`config.mk`:
```
export PLATFORM = sky130hd
export DESIGN_NAME = adp_core
export DESIGN_NICKNAME = d
export VERILOG_FILES = /design/src/adp_pkg.sv /design/src/adp_core.sv /design/src/adp_offset_est.sv
export SDC_FILE = /design/constraint.sdc
export NUM_CORES = 2
export LEC_CHECK = 0
export BUFFER_PORTS_ARGS = -buffer_cell sky130_fd_sc_hd__buf_2
export CAP_MARGIN = 25
export CORE_MARGIN = 4
export CORE_UTILIZATION = 50
export DETAILED_ROUTE_END_ITERATION = 6
export PLACE_DENSITY_LB_ADDON = 0.08
export SKIP_CTS_REPAIR_TIMING = 1
export SLEW_MARGIN = 20
export SYNTH_ARGS = -nofsm -noshare
export SYNTH_HDL_FRONTEND = slang
export SYNTH_SLANG_ARGS = --single-unit
```
`constraint.sdc`:
```
create_clock -name pclk -period 12.2 [get_ports pclk]
set_input_delay 0.61 -clock pclk [delete_from_list [all_inputs] [get_ports pclk]]
set_output_delay 0.61 -clock pclk [all_outputs]
set_load 0.02 [all_outputs]
```
`src/adp_pkg.sv`:
```
// Purpose: shared constants and types of the converter digital back end
// Assumes: pclk at 50 MHz; converter samples arrive as twos complement
// Notes: offsets are APB byte addresses
package adp_pkg;
   localparam int          CLK_PERIOD_NS   = 20;
   localparam int          T_WAKE_GLOBAL_NS = 100000;
   localparam int          T_WAKE_STBY_NS  = 50000;
   localparam int          T_LOWCLK_NS     = 1000;
   localparam int          WAKE_GLOBAL_CYC = T_WAKE_GLOBAL_NS / CLK_PERIOD_NS;
   localparam int          WAKE_STBY_CYC   = T_WAKE_STBY_NS / CLK_PERIOD_NS;
   localparam int          LOWCLK_CYC      = T_LOWCLK_NS / CLK_PERIOD_NS;
   localparam int          RAW_LAT         = 16;
   localparam int          DIG_EXTRA       = 3;
   localparam int          TC_BASE_SHIFT   = 20;
   localparam logic [3:0]  TC_MAX_CODE     = 4'hb;
   localparam logic signed [13:0] OFS_LIMIT = 14'sh0052;
   localparam logic [3:0]  GAIN_MAX_CODE   = 4'hc;
   localparam int          GAIN_FRAC       = 14;
   localparam logic [11:0] OFF_CTRL   = 12'h000;
   localparam logic [11:0] OFF_GAIN   = 12'h004;
   localparam logic [11:0] OFF_TC     = 12'h008;
   localparam logic [11:0] OFF_STATUS = 12'h00c;
   localparam logic [11:0] OFF_OFS_A  = 12'h010;
   localparam logic [11:0] OFF_OFS_B  = 12'h014;
   localparam int          B_DIG_EN   = 0;
   localparam int          B_OFS_EN   = 1;
   localparam int          B_OFS_TRK  = 2;
   localparam int          B_SLEEP    = 3;
   localparam int          B_FMT_OB   = 4;
   localparam int          B_IF_CMOS  = 5;
   localparam int          B_PIN_CFG  = 6;
   localparam int          B_STBY_A   = 7;
   localparam int          B_STBY_B   = 8;
   localparam int          CTRL_W     = 9;
   localparam logic [8:0]  CTRL_RST   = 9'h004;
   localparam logic [3:0]  GAIN_RST   = 4'h0;
   localparam logic [3:0]  TC_RST     = 4'h0;
   localparam logic signed [13:0] CODE_POS = 14'sh1fff;
   localparam logic signed [13:0] CODE_NEG = 14'sh2000;
   // Q2.14 factors for 10^(g/40), g = half-dB code
   localparam logic [15:0] GAIN_COEF [13] = '{16'h4000, 16'h43cb, 16'h47cf, 16'h4c10,
      16'h5092, 16'h5558, 16'h5a67, 16'h5fc2, 16'h656e, 16'h6b71, 16'h71cf, 16'h788e,
      16'h7fb2};

   typedef enum {PWR_NORMAL, PWR_GLOBAL, PWR_CHA_OFF, PWR_MUX} adp_pwr_t;

   typedef struct packed {
      logic signed [13:0] a;
      logic signed [13:0] b;
      logic [1:0]         ovr_a;
      logic [1:0]         ovr_b;
   } adp_samp_t;

   typedef struct packed {
      logic sclk;
      logic p1;
      logic p2;
      logic p3;
      logic fmt;
      logic ser;
   } adp_pins_t;
endpackage

```
`src/adp_core.sv`:
```
// Purpose: digital post processing, power control and output interface
// Assumes: sample_clk and converter words come from outside pclk domain
// Notes: APB slave answers with one access cycle, no wait states
//
// Design decisions made here: the address map and register access over APB.
`timescale 1ns/1ps
module adp_core #(
   parameter int WAKE_GLOBAL_CYC = adp_pkg::WAKE_GLOBAL_CYC
) (
   input  wire logic        pclk,
   input  wire logic        presetn,
   input  wire logic        psel,
   input  wire logic        penable,
   input  wire logic        pwrite,
   input  wire logic [11:0] paddr,
   input  wire logic [31:0] pwdata,
   output logic [31:0]      prdata,
   output logic             pready,
   output logic             pslverr,
   input  wire logic        sample_clk,
   input  wire logic [13:0] conv_a,
   input  wire logic [13:0] conv_b,
   input  wire logic [1:0]  conv_ovr_a,
   input  wire logic [1:0]  conv_ovr_b,
   input  wire logic        power_ctrl_pin_1,
   input  wire logic        power_ctrl_pin_2,
   input  wire logic        power_ctrl_pin_3,
   input  wire logic        format_select_pin,
   input  wire logic        serial_select_pin,
   output logic [13:0]      bus_a_data,
   output logic             bus_a_oe,
   output logic [13:0]      bus_b_data,
   output logic             bus_b_oe,
   output logic             output_clock_pos,
   output logic             output_clock_oe,
   output logic             data_valid_a,
   output logic             data_valid_b,
   output logic             low_power_mode
);
   localparam int NCH = 2;

   adp_pkg::adp_samp_t samp_s1_reg;
   adp_pkg::adp_samp_t samp_s2_reg;
   adp_pkg::adp_pins_t pins_s1_reg;
   adp_pkg::adp_pins_t pins_s2_reg;
   logic               sclk_d_reg;
   logic               rise_en;
   logic               fall_en;

   logic [adp_pkg::CTRL_W-1:0] ctrl_reg;
   logic [3:0]                 gain_reg;
   logic [3:0]                 tc_reg;
   logic [31:0]                rdata_next;
   logic                       addr_ok;

   adp_pkg::adp_pwr_t  pwr_mode;
   logic               global_pd;
   logic [12:0]        wake_cnt_reg;
   logic [11:0]        stby_cnt_reg [NCH];
   logic [NCH-1:0]     ch_off;
   logic [NCH-1:0]     ch_valid;
   logic [6:0]         gap_cnt_reg;
   logic               low_clk_reg;

   logic               dig_en;
   logic               fmt_ob;
   logic               if_cmos;
   logic               mux_mode;

   adp_pkg::adp_samp_t pipe_reg [adp_pkg::RAW_LAT];
   logic signed [13:0] raw_tap   [NCH];
   logic [1:0]         ovr_tap   [NCH];
   logic signed [13:0] gain_reg_s [NCH];
   logic signed [13:0] ofs_reg_s  [NCH];
   logic signed [13:0] fin_reg_s  [NCH];
   logic [1:0]         ovr1_reg  [NCH];
   logic [1:0]         ovr2_reg  [NCH];
   logic [1:0]         ovr3_reg  [NCH];
   logic signed [13:0] est       [NCH];
   logic [13:0]        word_next [NCH];
   logic [13:0]        word_reg  [NCH];

   function automatic logic signed [13:0] sat14(input logic signed [17:0] v);
      if (v > 18'(adp_pkg::CODE_POS)) begin
         return adp_pkg::CODE_POS;
      end else if (v < 18'(adp_pkg::CODE_NEG)) begin
         return adp_pkg::CODE_NEG;
      end else begin
         return v[13:0];
      end
   endfunction

   function automatic logic [6:0] pick_bits(input logic [13:0] w, input logic odd);
      logic [6:0] r;
      r = '0;
      for (int i = 0; i < 7; i++) begin
         r[i] = w[2 * i + (odd ? 1 : 0)];
      end
      return r;
   endfunction

   // Converter words are held a full sample period, so two flops are enough
   always_ff @(posedge pclk or negedge presetn) begin
      if (!presetn) begin
         samp_s1_reg <= '0;
         samp_s2_reg <= '0;
         pins_s1_reg <= '0;
         pins_s2_reg <= '0;
         sclk_d_reg  <= 1'b0;
      end else begin
         samp_s1_reg <= {conv_a, conv_b, conv_ovr_a, conv_ovr_b};
         samp_s2_reg <= samp_s1_reg;
         pins_s1_reg <= {sample_clk, power_ctrl_pin_1, power_ctrl_pin_2, power_ctrl_pin_3,
                         format_select_pin, serial_select_pin};
         pins_s2_reg <= pins_s1_reg;
         sclk_d_reg  <= pins_s2_reg.sclk;
      end
   end

   assign rise_en = pins_s2_reg.sclk && !sclk_d_reg;
   assign fall_en = !pins_s2_reg.sclk && sclk_d_reg;

   // APB slave: pready rises in the access cycle, data latched at setup
   always_comb begin
      addr_ok = 1'b1;
      rdata_next = '0;
      case (paddr)
         adp_pkg::OFF_CTRL:   rdata_next = 32'(ctrl_reg);
         adp_pkg::OFF_GAIN:   rdata_next = {28'h0, gain_reg};
         adp_pkg::OFF_TC:     rdata_next = {28'h0, tc_reg};
         adp_pkg::OFF_STATUS: rdata_next = {25'h0, fmt_ob, if_cmos, ch_valid, low_clk_reg,
                                            2'(pwr_mode)};
         adp_pkg::OFF_OFS_A:  rdata_next = 32'(est[0]);
         adp_pkg::OFF_OFS_B:  rdata_next = 32'(est[1]);
         default:             addr_ok = 1'b0;
      endcase
   end

   always_ff @(posedge pclk or negedge presetn) begin
      if (!presetn) begin
         pready  <= 1'b0;
         pslverr <= 1'b0;
         prdata  <= '0;
      end else begin
         pready  <= psel && !penable;
         pslverr <= psel && !penable && !addr_ok;
         prdata  <= (psel && !penable && !pwrite) ? rdata_next : 32'h0;
      end
   end

   always_ff @(posedge pclk or negedge presetn) begin
      if (!presetn) begin
         ctrl_reg <= adp_pkg::CTRL_RST;
         gain_reg <= adp_pkg::GAIN_RST;
         tc_reg   <= adp_pkg::TC_RST;
      end else if (psel && penable && pready && pwrite) begin
         case (paddr)
            adp_pkg::OFF_CTRL: ctrl_reg <= pwdata[adp_pkg::CTRL_W-1:0];
            adp_pkg::OFF_GAIN: gain_reg <= pwdata[3:0];
            adp_pkg::OFF_TC:   tc_reg <= pwdata[3:0];
            default: ;
         endcase
      end
   end

   // Pin configuration mode relies on presetn held high by the board
   always_comb begin
      dig_en  = ctrl_reg[adp_pkg::B_DIG_EN];
      fmt_ob  = ctrl_reg[adp_pkg::B_PIN_CFG] ? pins_s2_reg.fmt
                                             : ctrl_reg[adp_pkg::B_FMT_OB];
      if_cmos = ctrl_reg[adp_pkg::B_PIN_CFG] ? pins_s2_reg.ser
                                             : ctrl_reg[adp_pkg::B_IF_CMOS];
      case ({pins_s2_reg.p1, pins_s2_reg.p2, pins_s2_reg.p3})
         3'b100:  pwr_mode = adp_pkg::PWR_GLOBAL;
         3'b101:  pwr_mode = adp_pkg::PWR_CHA_OFF;
         3'b111:  pwr_mode = adp_pkg::PWR_MUX;
         default: pwr_mode = adp_pkg::PWR_NORMAL;
      endcase
      global_pd = (pwr_mode == adp_pkg::PWR_GLOBAL) || ctrl_reg[adp_pkg::B_SLEEP];
      mux_mode  = (pwr_mode == adp_pkg::PWR_MUX);
      ch_off[0] = (pwr_mode == adp_pkg::PWR_CHA_OFF) || ctrl_reg[adp_pkg::B_STBY_A];
      ch_off[1] = ctrl_reg[adp_pkg::B_STBY_B];
   end

   // Wake counters reload while asleep and run down after wake-up
   always_ff @(posedge pclk or negedge presetn) begin
      if (!presetn) begin
         wake_cnt_reg <= '0;
      end else if (global_pd) begin
         wake_cnt_reg <= 13'(WAKE_GLOBAL_CYC);
      end else if (wake_cnt_reg != '0) begin
         wake_cnt_reg <= wake_cnt_reg - 13'h1;
      end
   end

   // Gaps longer than 1 us between sample edges mean the clock has slowed
   always_ff @(posedge pclk or negedge presetn) begin
      if (!presetn) begin
         gap_cnt_reg <= '0;
         low_clk_reg <= 1'b0;
      end else if (rise_en) begin
         gap_cnt_reg <= '0;
         low_clk_reg <= 1'b0;
      end else if (gap_cnt_reg >= 7'(adp_pkg::LOWCLK_CYC)) begin
         low_clk_reg <= 1'b1;
      end else begin
         gap_cnt_reg <= gap_cnt_reg + 7'h1;
      end
   end

   always_ff @(posedge pclk or negedge presetn) begin
      if (!presetn) begin
         for (int i = 0; i < adp_pkg::RAW_LAT; i++) begin
            pipe_reg[i] <= '0;
         end
      end else if (rise_en) begin
         pipe_reg[0] <= samp_s2_reg;
         for (int i = 1; i < adp_pkg::RAW_LAT; i++) begin
            pipe_reg[i] <= pipe_reg[i-1];
         end
      end
   end

   assign raw_tap[0] = pipe_reg[adp_pkg::RAW_LAT-1].a;
   assign raw_tap[1] = pipe_reg[adp_pkg::RAW_LAT-1].b;
   assign ovr_tap[0] = pipe_reg[adp_pkg::RAW_LAT-1].ovr_a;
   assign ovr_tap[1] = pipe_reg[adp_pkg::RAW_LAT-1].ovr_b;

   // Stage order per channel: gain, offset, clamp, then format
   for (genvar c = 0; c < NCH; c++) begin : g_ch
      logic signed [29:0] prod;
      logic [3:0]         g_eff;
      logic signed [13:0] fin_code;

      assign g_eff = (gain_reg > adp_pkg::GAIN_MAX_CODE) ? adp_pkg::GAIN_MAX_CODE : gain_reg;
      assign prod  = raw_tap[c] * $signed(adp_pkg::GAIN_COEF[g_eff]);

      adp_offset_est u_est (
         .pclk      (pclk),
         .presetn   (presetn),
         .sample_en (rise_en),
         .enable    (dig_en && ctrl_reg[adp_pkg::B_OFS_EN]),
         .track     (ctrl_reg[adp_pkg::B_OFS_TRK]),
         .tc_sel    (tc_reg),
         .din       (gain_reg_s[c]),
         .est       (est[c])
      );

      always_ff @(posedge pclk or negedge presetn) begin
         if (!presetn) begin
            gain_reg_s[c] <= '0;
            ofs_reg_s[c]  <= '0;
            fin_reg_s[c]  <= '0;
            ovr1_reg[c]   <= '0;
            ovr2_reg[c]   <= '0;
            ovr3_reg[c]   <= '0;
         end else if (rise_en) begin
            gain_reg_s[c] <= sat14(18'(prod >>> adp_pkg::GAIN_FRAC));
            ofs_reg_s[c]  <= (ctrl_reg[adp_pkg::B_OFS_EN])
                             ? sat14(18'(gain_reg_s[c]) - 18'(est[c]))
                             : gain_reg_s[c];
            fin_reg_s[c]  <= ofs_reg_s[c];
            ovr1_reg[c]   <= ovr_tap[c];
            ovr2_reg[c]   <= ovr1_reg[c];
            ovr3_reg[c]   <= ovr2_reg[c];
         end
      end

      always_comb begin
         logic [1:0] ov;
         logic signed [13:0] v;
         ov = dig_en ? ovr3_reg[c] : ovr_tap[c];
         v  = dig_en ? fin_reg_s[c] : raw_tap[c];
         if (ov[1]) begin
            fin_code = adp_pkg::CODE_POS;
         end else if (ov[0]) begin
            fin_code = adp_pkg::CODE_NEG;
         end else begin
            fin_code = v;
         end
         // Offset binary is the twos complement code with its sign inverted
         if (!ch_valid[c]) begin
            word_next[c] = '0;
         end else if (fmt_ob) begin
            word_next[c] = {~fin_code[13], fin_code[12:0]};
         end else begin
            word_next[c] = fin_code;
         end
      end

      always_ff @(posedge pclk or negedge presetn) begin
         if (!presetn) begin
            stby_cnt_reg[c] <= '0;
         end else if (ch_off[c] || global_pd) begin
            stby_cnt_reg[c] <= 12'(adp_pkg::WAKE_STBY_CYC);
         end else if (stby_cnt_reg[c] != '0) begin
            stby_cnt_reg[c] <= stby_cnt_reg[c] - 12'h1;
         end
      end

      assign ch_valid[c] = !global_pd && !ch_off[c] && (wake_cnt_reg == '0)
                           && (stby_cnt_reg[c] == '0) && !low_clk_reg;

      always_ff @(posedge pclk or negedge presetn) begin
         if (!presetn) begin
            word_reg[c] <= '0;
         end else if (rise_en) begin
            word_reg[c] <= word_next[c];
         end
      end
   end

   // Output pins: clock follows the sample clock, data moves with its edges
   always_ff @(posedge pclk or negedge presetn) begin
      if (!presetn) begin
         bus_a_data       <= '0;
         bus_b_data       <= '0;
         output_clock_pos <= 1'b0;
      end else if (rise_en) begin
         output_clock_pos <= 1'b1;
         if (mux_mode) begin
            bus_b_data <= word_next[0];
         end else if (if_cmos) begin
            bus_a_data <= word_next[0];
            bus_b_data <= word_next[1];
         end else begin
            bus_a_data <= {7'h0, pick_bits(word_next[0], 1'b0)};
            bus_b_data <= {7'h0, pick_bits(word_next[1], 1'b0)};
         end
      end else if (fall_en) begin
         output_clock_pos <= 1'b0;
         if (mux_mode) begin
            bus_b_data <= word_reg[1];
         end else if (!if_cmos) begin
            bus_a_data <= {7'h0, pick_bits(word_reg[0], 1'b1)};
            bus_b_data <= {7'h0, pick_bits(word_reg[1], 1'b1)};
         end
      end
   end

   // Mux mode is only sound below 80 MSPS; nothing here enforces that
   always_ff @(posedge pclk or negedge presetn) begin
      if (!presetn) begin
         bus_a_oe        <= 1'b0;
         bus_b_oe        <= 1'b0;
         output_clock_oe <= 1'b0;
         data_valid_a    <= 1'b0;
         data_valid_b    <= 1'b0;
         low_power_mode  <= 1'b0;
      end else begin
         bus_a_oe        <= !global_pd && !mux_mode;
         bus_b_oe        <= !global_pd;
         output_clock_oe <= !global_pd;
         data_valid_a    <= ch_valid[0];
         data_valid_b    <= ch_valid[1];
         low_power_mode  <= low_clk_reg || global_pd;
      end
   end
endmodule

```
`src/adp_offset_est.sv`:
```
// Purpose: per-channel dc offset estimator, first-order accumulator
// Assumes: sample_en is a one-cycle pulse per sample
// Notes: estimate is limited to about 10 mV of full scale
`timescale 1ns/1ps
module adp_offset_est (
   input  wire logic               pclk,
   input  wire logic               presetn,
   input  wire logic               sample_en,
   input  wire logic               enable,
   input  wire logic               track,
   input  wire logic [3:0]         tc_sel,
   input  wire logic signed [13:0] din,
   output logic signed [13:0]      est
);
   logic signed [47:0] acc_reg;
   logic signed [47:0] acc_next;
   logic signed [47:0] est_full;
   logic [5:0]         shift;
   logic [3:0]         tc_eff;

   always_comb begin
      // Reserved codes stay at the longest time constant
      tc_eff = (tc_sel > adp_pkg::TC_MAX_CODE) ? adp_pkg::TC_MAX_CODE : tc_sel;
      shift = 6'(adp_pkg::TC_BASE_SHIFT) + {2'h0, tc_eff};
      est_full = acc_reg >>> shift;
      acc_next = acc_reg + 48'(din) - est_full;
      if (est_full > 48'(adp_pkg::OFS_LIMIT)) begin
         est = adp_pkg::OFS_LIMIT;
      end else if (est_full < -48'(adp_pkg::OFS_LIMIT)) begin
         est = -adp_pkg::OFS_LIMIT;
      end else begin
         est = est_full[13:0];
      end
   end

   always_ff @(posedge pclk or negedge presetn) begin
      if (!presetn) begin
         acc_reg <= '0;
      end else if (!enable) begin
         acc_reg <= '0;
      end else if (sample_en && track) begin
         acc_reg <= acc_next;
      end
   end
endmodule

```
==> parameters.txt <==
Parameter                              Value

Status
  Status ... complete, no violations

Pwr
  Sw frac ... 40.6%
  Combinational power share ... 50.7%
  Seq pwr share ... 29.3%
  Power density over the cells ... 233 nW/µm²
  Cell-internal power ... 9.30 mW
  Leakage power ... 31.5 nW
  Total net switching power ... 6.35 mW
  Clock group share of total power ... 20.0%
  Maximum VDD drop ... 0.000167 V

Synth
  Yosys warns ... 0
  Count of mapped cells out of synthesis ... 5,830
  Mean post-synth cell area ... 10.5 µm²
  Async SR Flop Fraction ... 100%
  Sequential-to-total area share from yosys stat ... 37.3%
  Synth Cell Area ... 61,300 µm²
  Post-synth EDFFs ... 0
  Main flop type after synthesis ... sky130_fd_sc_hd__dfrtp_1
  Library cells used by synthesis ... 89
  Syn_nets ... 6,669
  Total of flip-flops plus latches after synthesis ... 914

Floorplanning
  Chip Height ... 358 µm
  Die Wd ... 358 µm
  Number of top-level pins ... 156
  Core area ... 122,000 µm²
  Die ar. ... 128,000 µm²
  Rows ... 128
  Effective utilization at floorplan ... 50.3%

Worst setup path
  Critical path peak fanout ... 23
  Slowest cell delay on critical path ... 0.70 ns
  Endpoint of the worst setup timing path ... gain_reg_s[24]
  Sort of element at the end of the critical path ... flip-flop
  CP delay by family, top ... adder cells
  Worst Setup Start Kind ... flip-flop
  Capture instance of the worst register-to-register path ... gain_reg_s[24]
  Dominant cell type by count on the critical path ... sky130_fd_sc_hd__fa_1
  Startpoint of the most critical setup path ... gain_reg[2]
  Depth of the worst register-to-register path ... 26
  Type of the worst setup path ... reg2reg
  Buffering stage count on the worst path with inverters included ... 5
  Worst Path Required ... 12.76 ns
  Cell type of the slowest stage on the worst timing path ... sky130_fd_sc_hd__dfrtp_1
  Cell count along the critical path ... 26
  Setup slack on the worst flop-to-flop path ... 2.50 ns
  Data arrival time at the worst-slack endpoint ... 10.26 ns
  Worst flop-to-flop path startpoint ... gain_reg[2]

Layout
  Fraction of final layout cells with drive strength greater than 1 ... 17.3%
  Most frequent cells in the layout ... 908 x sky130_fd_sc_hd__dfrtp_1, 617 x sky130_fd_sc_hd__nand2_1, 607 x sky130_fd_sc_hd__inv_1
  Layout net count ... 6,725
  P&R area growth vs syn ... 9.91%
  Final core utilization ... 55.3%
  Number of flip-flops in the largest register ... 508
  Most common library cell in the layout ignoring fill and taps ... sky130_fd_sc_hd__dfrtp_1

Timing
  Tcrit/Tclk final ... 79.5%
  Setup repair after global routing missed its margin ... false
  Clk_skew ... 0.0894 ns
  Shortest clock period the worst path allows after layout ... 9.70 ns
  Number of failing setup endpoints in the final timing report ... 0
  Timing-limited maximum frequency ... 103 MHz
  PnR worst setup slack ... 2.50 ns
  Rel. slew slack ... 34.4%
  Final Hold Fails ... 0
  Final Slew Violations ... 0
  Actual slew at the worst max-slew pin ... 0.985 ns
  Setup Total Neg Slack ... 0 ns

Worst hold path
  Origin of the worst min-delay path ... conv_b[1]
  Class of the most critical hold timing path ... in2reg

Clock tree
  Clock tree from TritonCTS ... yes
  Root Driver ... sky130_fd_sc_hd__clkbuf_16
  Number of buffers created by CTS ... 100
  Clock transition time at the flip-flop clock pins of the worst setup and hold paths ... 0.06 ns
  Skew-Pair Late Insertion Delay ... 0.75 ns
  Buffer levels on the longest clock path ... 3
  CTS H-Tree Depth ... 3
  CTS Sinks ... 914

Placement
  GP Congestion ... 0.918
  Placement-stage worst setup slack ... 2.67 ns
  Count of buffers inserted at the top-level ports ... 132
  Estimated wirelength of the detail-placed design ... 108,000 µm

Detailed routing
  Drt wl/cell ... 19.9 µm
  Post-detailed-route DRC marker count ... 0
  Wirelength, routed ... 151,000 µm
  Antenna viol nets, final ... 0
  Iteration-0 DRC count of the detailed router ... 2,935
  TritonRoute pass-1 iters ... 6
  Vias per std cell ... 5.59
  Routed via count ... 42,443

GRT
  Global route overflow ... 0
  Total GRT Usage ... 24.0%
  Wire length of the first global-routing pass ... 243,000 µm
  Antenna violations before repair ... 4
  Maximum number of pins on one net before global-route repair ... 176
  Number of global-route vias before repair ... 42,794

Job
  Max_cap viols ... 0
layer usage:
metal | vias up | track usage (%) | part of all wire, %
met3 | 215 | 4.18 | 6.3
met4 | 0 | 6.49 | 2.5
li1 | 19821 | - | -
met1 | 21338 | 33.9 | 45
met5 | - | 0 | 0
met2 | 1069 | 38.5 | 46
per-stage QoR:
step / power [mW] / hold WS, ns / cells / cell area (µm²)
2_1_floorplan: 10.5 / 0.314 / 5830 / 61300
3_3_place_gp: 12.4 / 0.335 / 7366 / 63400
3_5_place_dp: 12.6 / 0.335 / 7369 / 63400
4_1_cts: 15.8 / -0.134 / 7553 / 66900
5_1_grt: 17.1 / 0.0209 / 7593 / 67300
6_report: 15.7 / 0.0650 / 7595 / 67300
cells by family after synthesis:
family          after synthesis  synth area share [%]
simple gates               1413                  10.7
fa+ha+maj                   757                  20.4
flops                       914                  37.3
mux                         706                  13.5
compound gates              990                  10.3
xor+xnor                    143                  2.04
buf+inv                     907                  5.80
power by group through the flow:
stage / clock (mW) / sequential [mW] / combinational (mW)
floorplan: 0 / 4.32 / 6.18
global placement: 0 / 4.62 / 7.82
detailed placement: 0 / 4.65 / 7.92
CTS: 3.23 / 4.59 / 7.99
global route: 3.36 / 4.70 / 9.06
finish: 3.13 / 4.58 / 7.94
cells in the mapped netlist, types with 58 or more instances:
cell	n	area [µm²]
sky130_fd_sc_hd__xnor2_1	85	744
sky130_fd_sc_hd__and2_1	160	1000
sky130_fd_sc_hd__mux2i_1	103	1030
sky130_fd_sc_hd__nand3_1	94	470
sky130_fd_sc_hd__ha_1	348	4350
sky130_fd_sc_hd__dfrtp_1	913	22800
sky130_fd_sc_hd__xor2_1	58	508
sky130_fd_sc_hd__mux2_2	564	6350
sky130_fd_sc_hd__inv_1	608	2280
sky130_fd_sc_hd__o21ai_0	238	1190
sky130_fd_sc_hd__fa_1	404	8090
sky130_fd_sc_hd__a21o_1	111	833
sky130_fd_sc_hd__nand2_1	619	2320
sky130_fd_sc_hd__nor2_1	260	976
sky130_fd_sc_hd__a21oi_1	311	1560
sky130_fd_sc_hd__clkbuf_1	227	852
sky130_fd_sc_hd__nor3_1	61	305
worst min-delay path by stage:
stage,to,cells past startpoint,slack (ns)
floorplan,bus_a_data[0],0,0.31
global placement,samp_s2_reg[13],0,0.33
detailed placement,samp_s2_reg[16],0,0.33
CTS,g_ch[0].u_est.acc_reg[40],1,-0.13
global route,samp_s1_reg[0],1,0.02
finish,samp_s1_reg[5],1,0.07
area by class of cell:
type                       count  area [µm²]
clock inverter                43         631
antenna                        2        5.00
fill                       10697       54400
timing repair buffer         247        1760
tap                         1625        2030
clock buffer                 141        2830
multi-input combinational   4009       34900
inverter                     614        2300
sequential                   914       22900
Note: power is estimated with default switching activity, not from simulation.
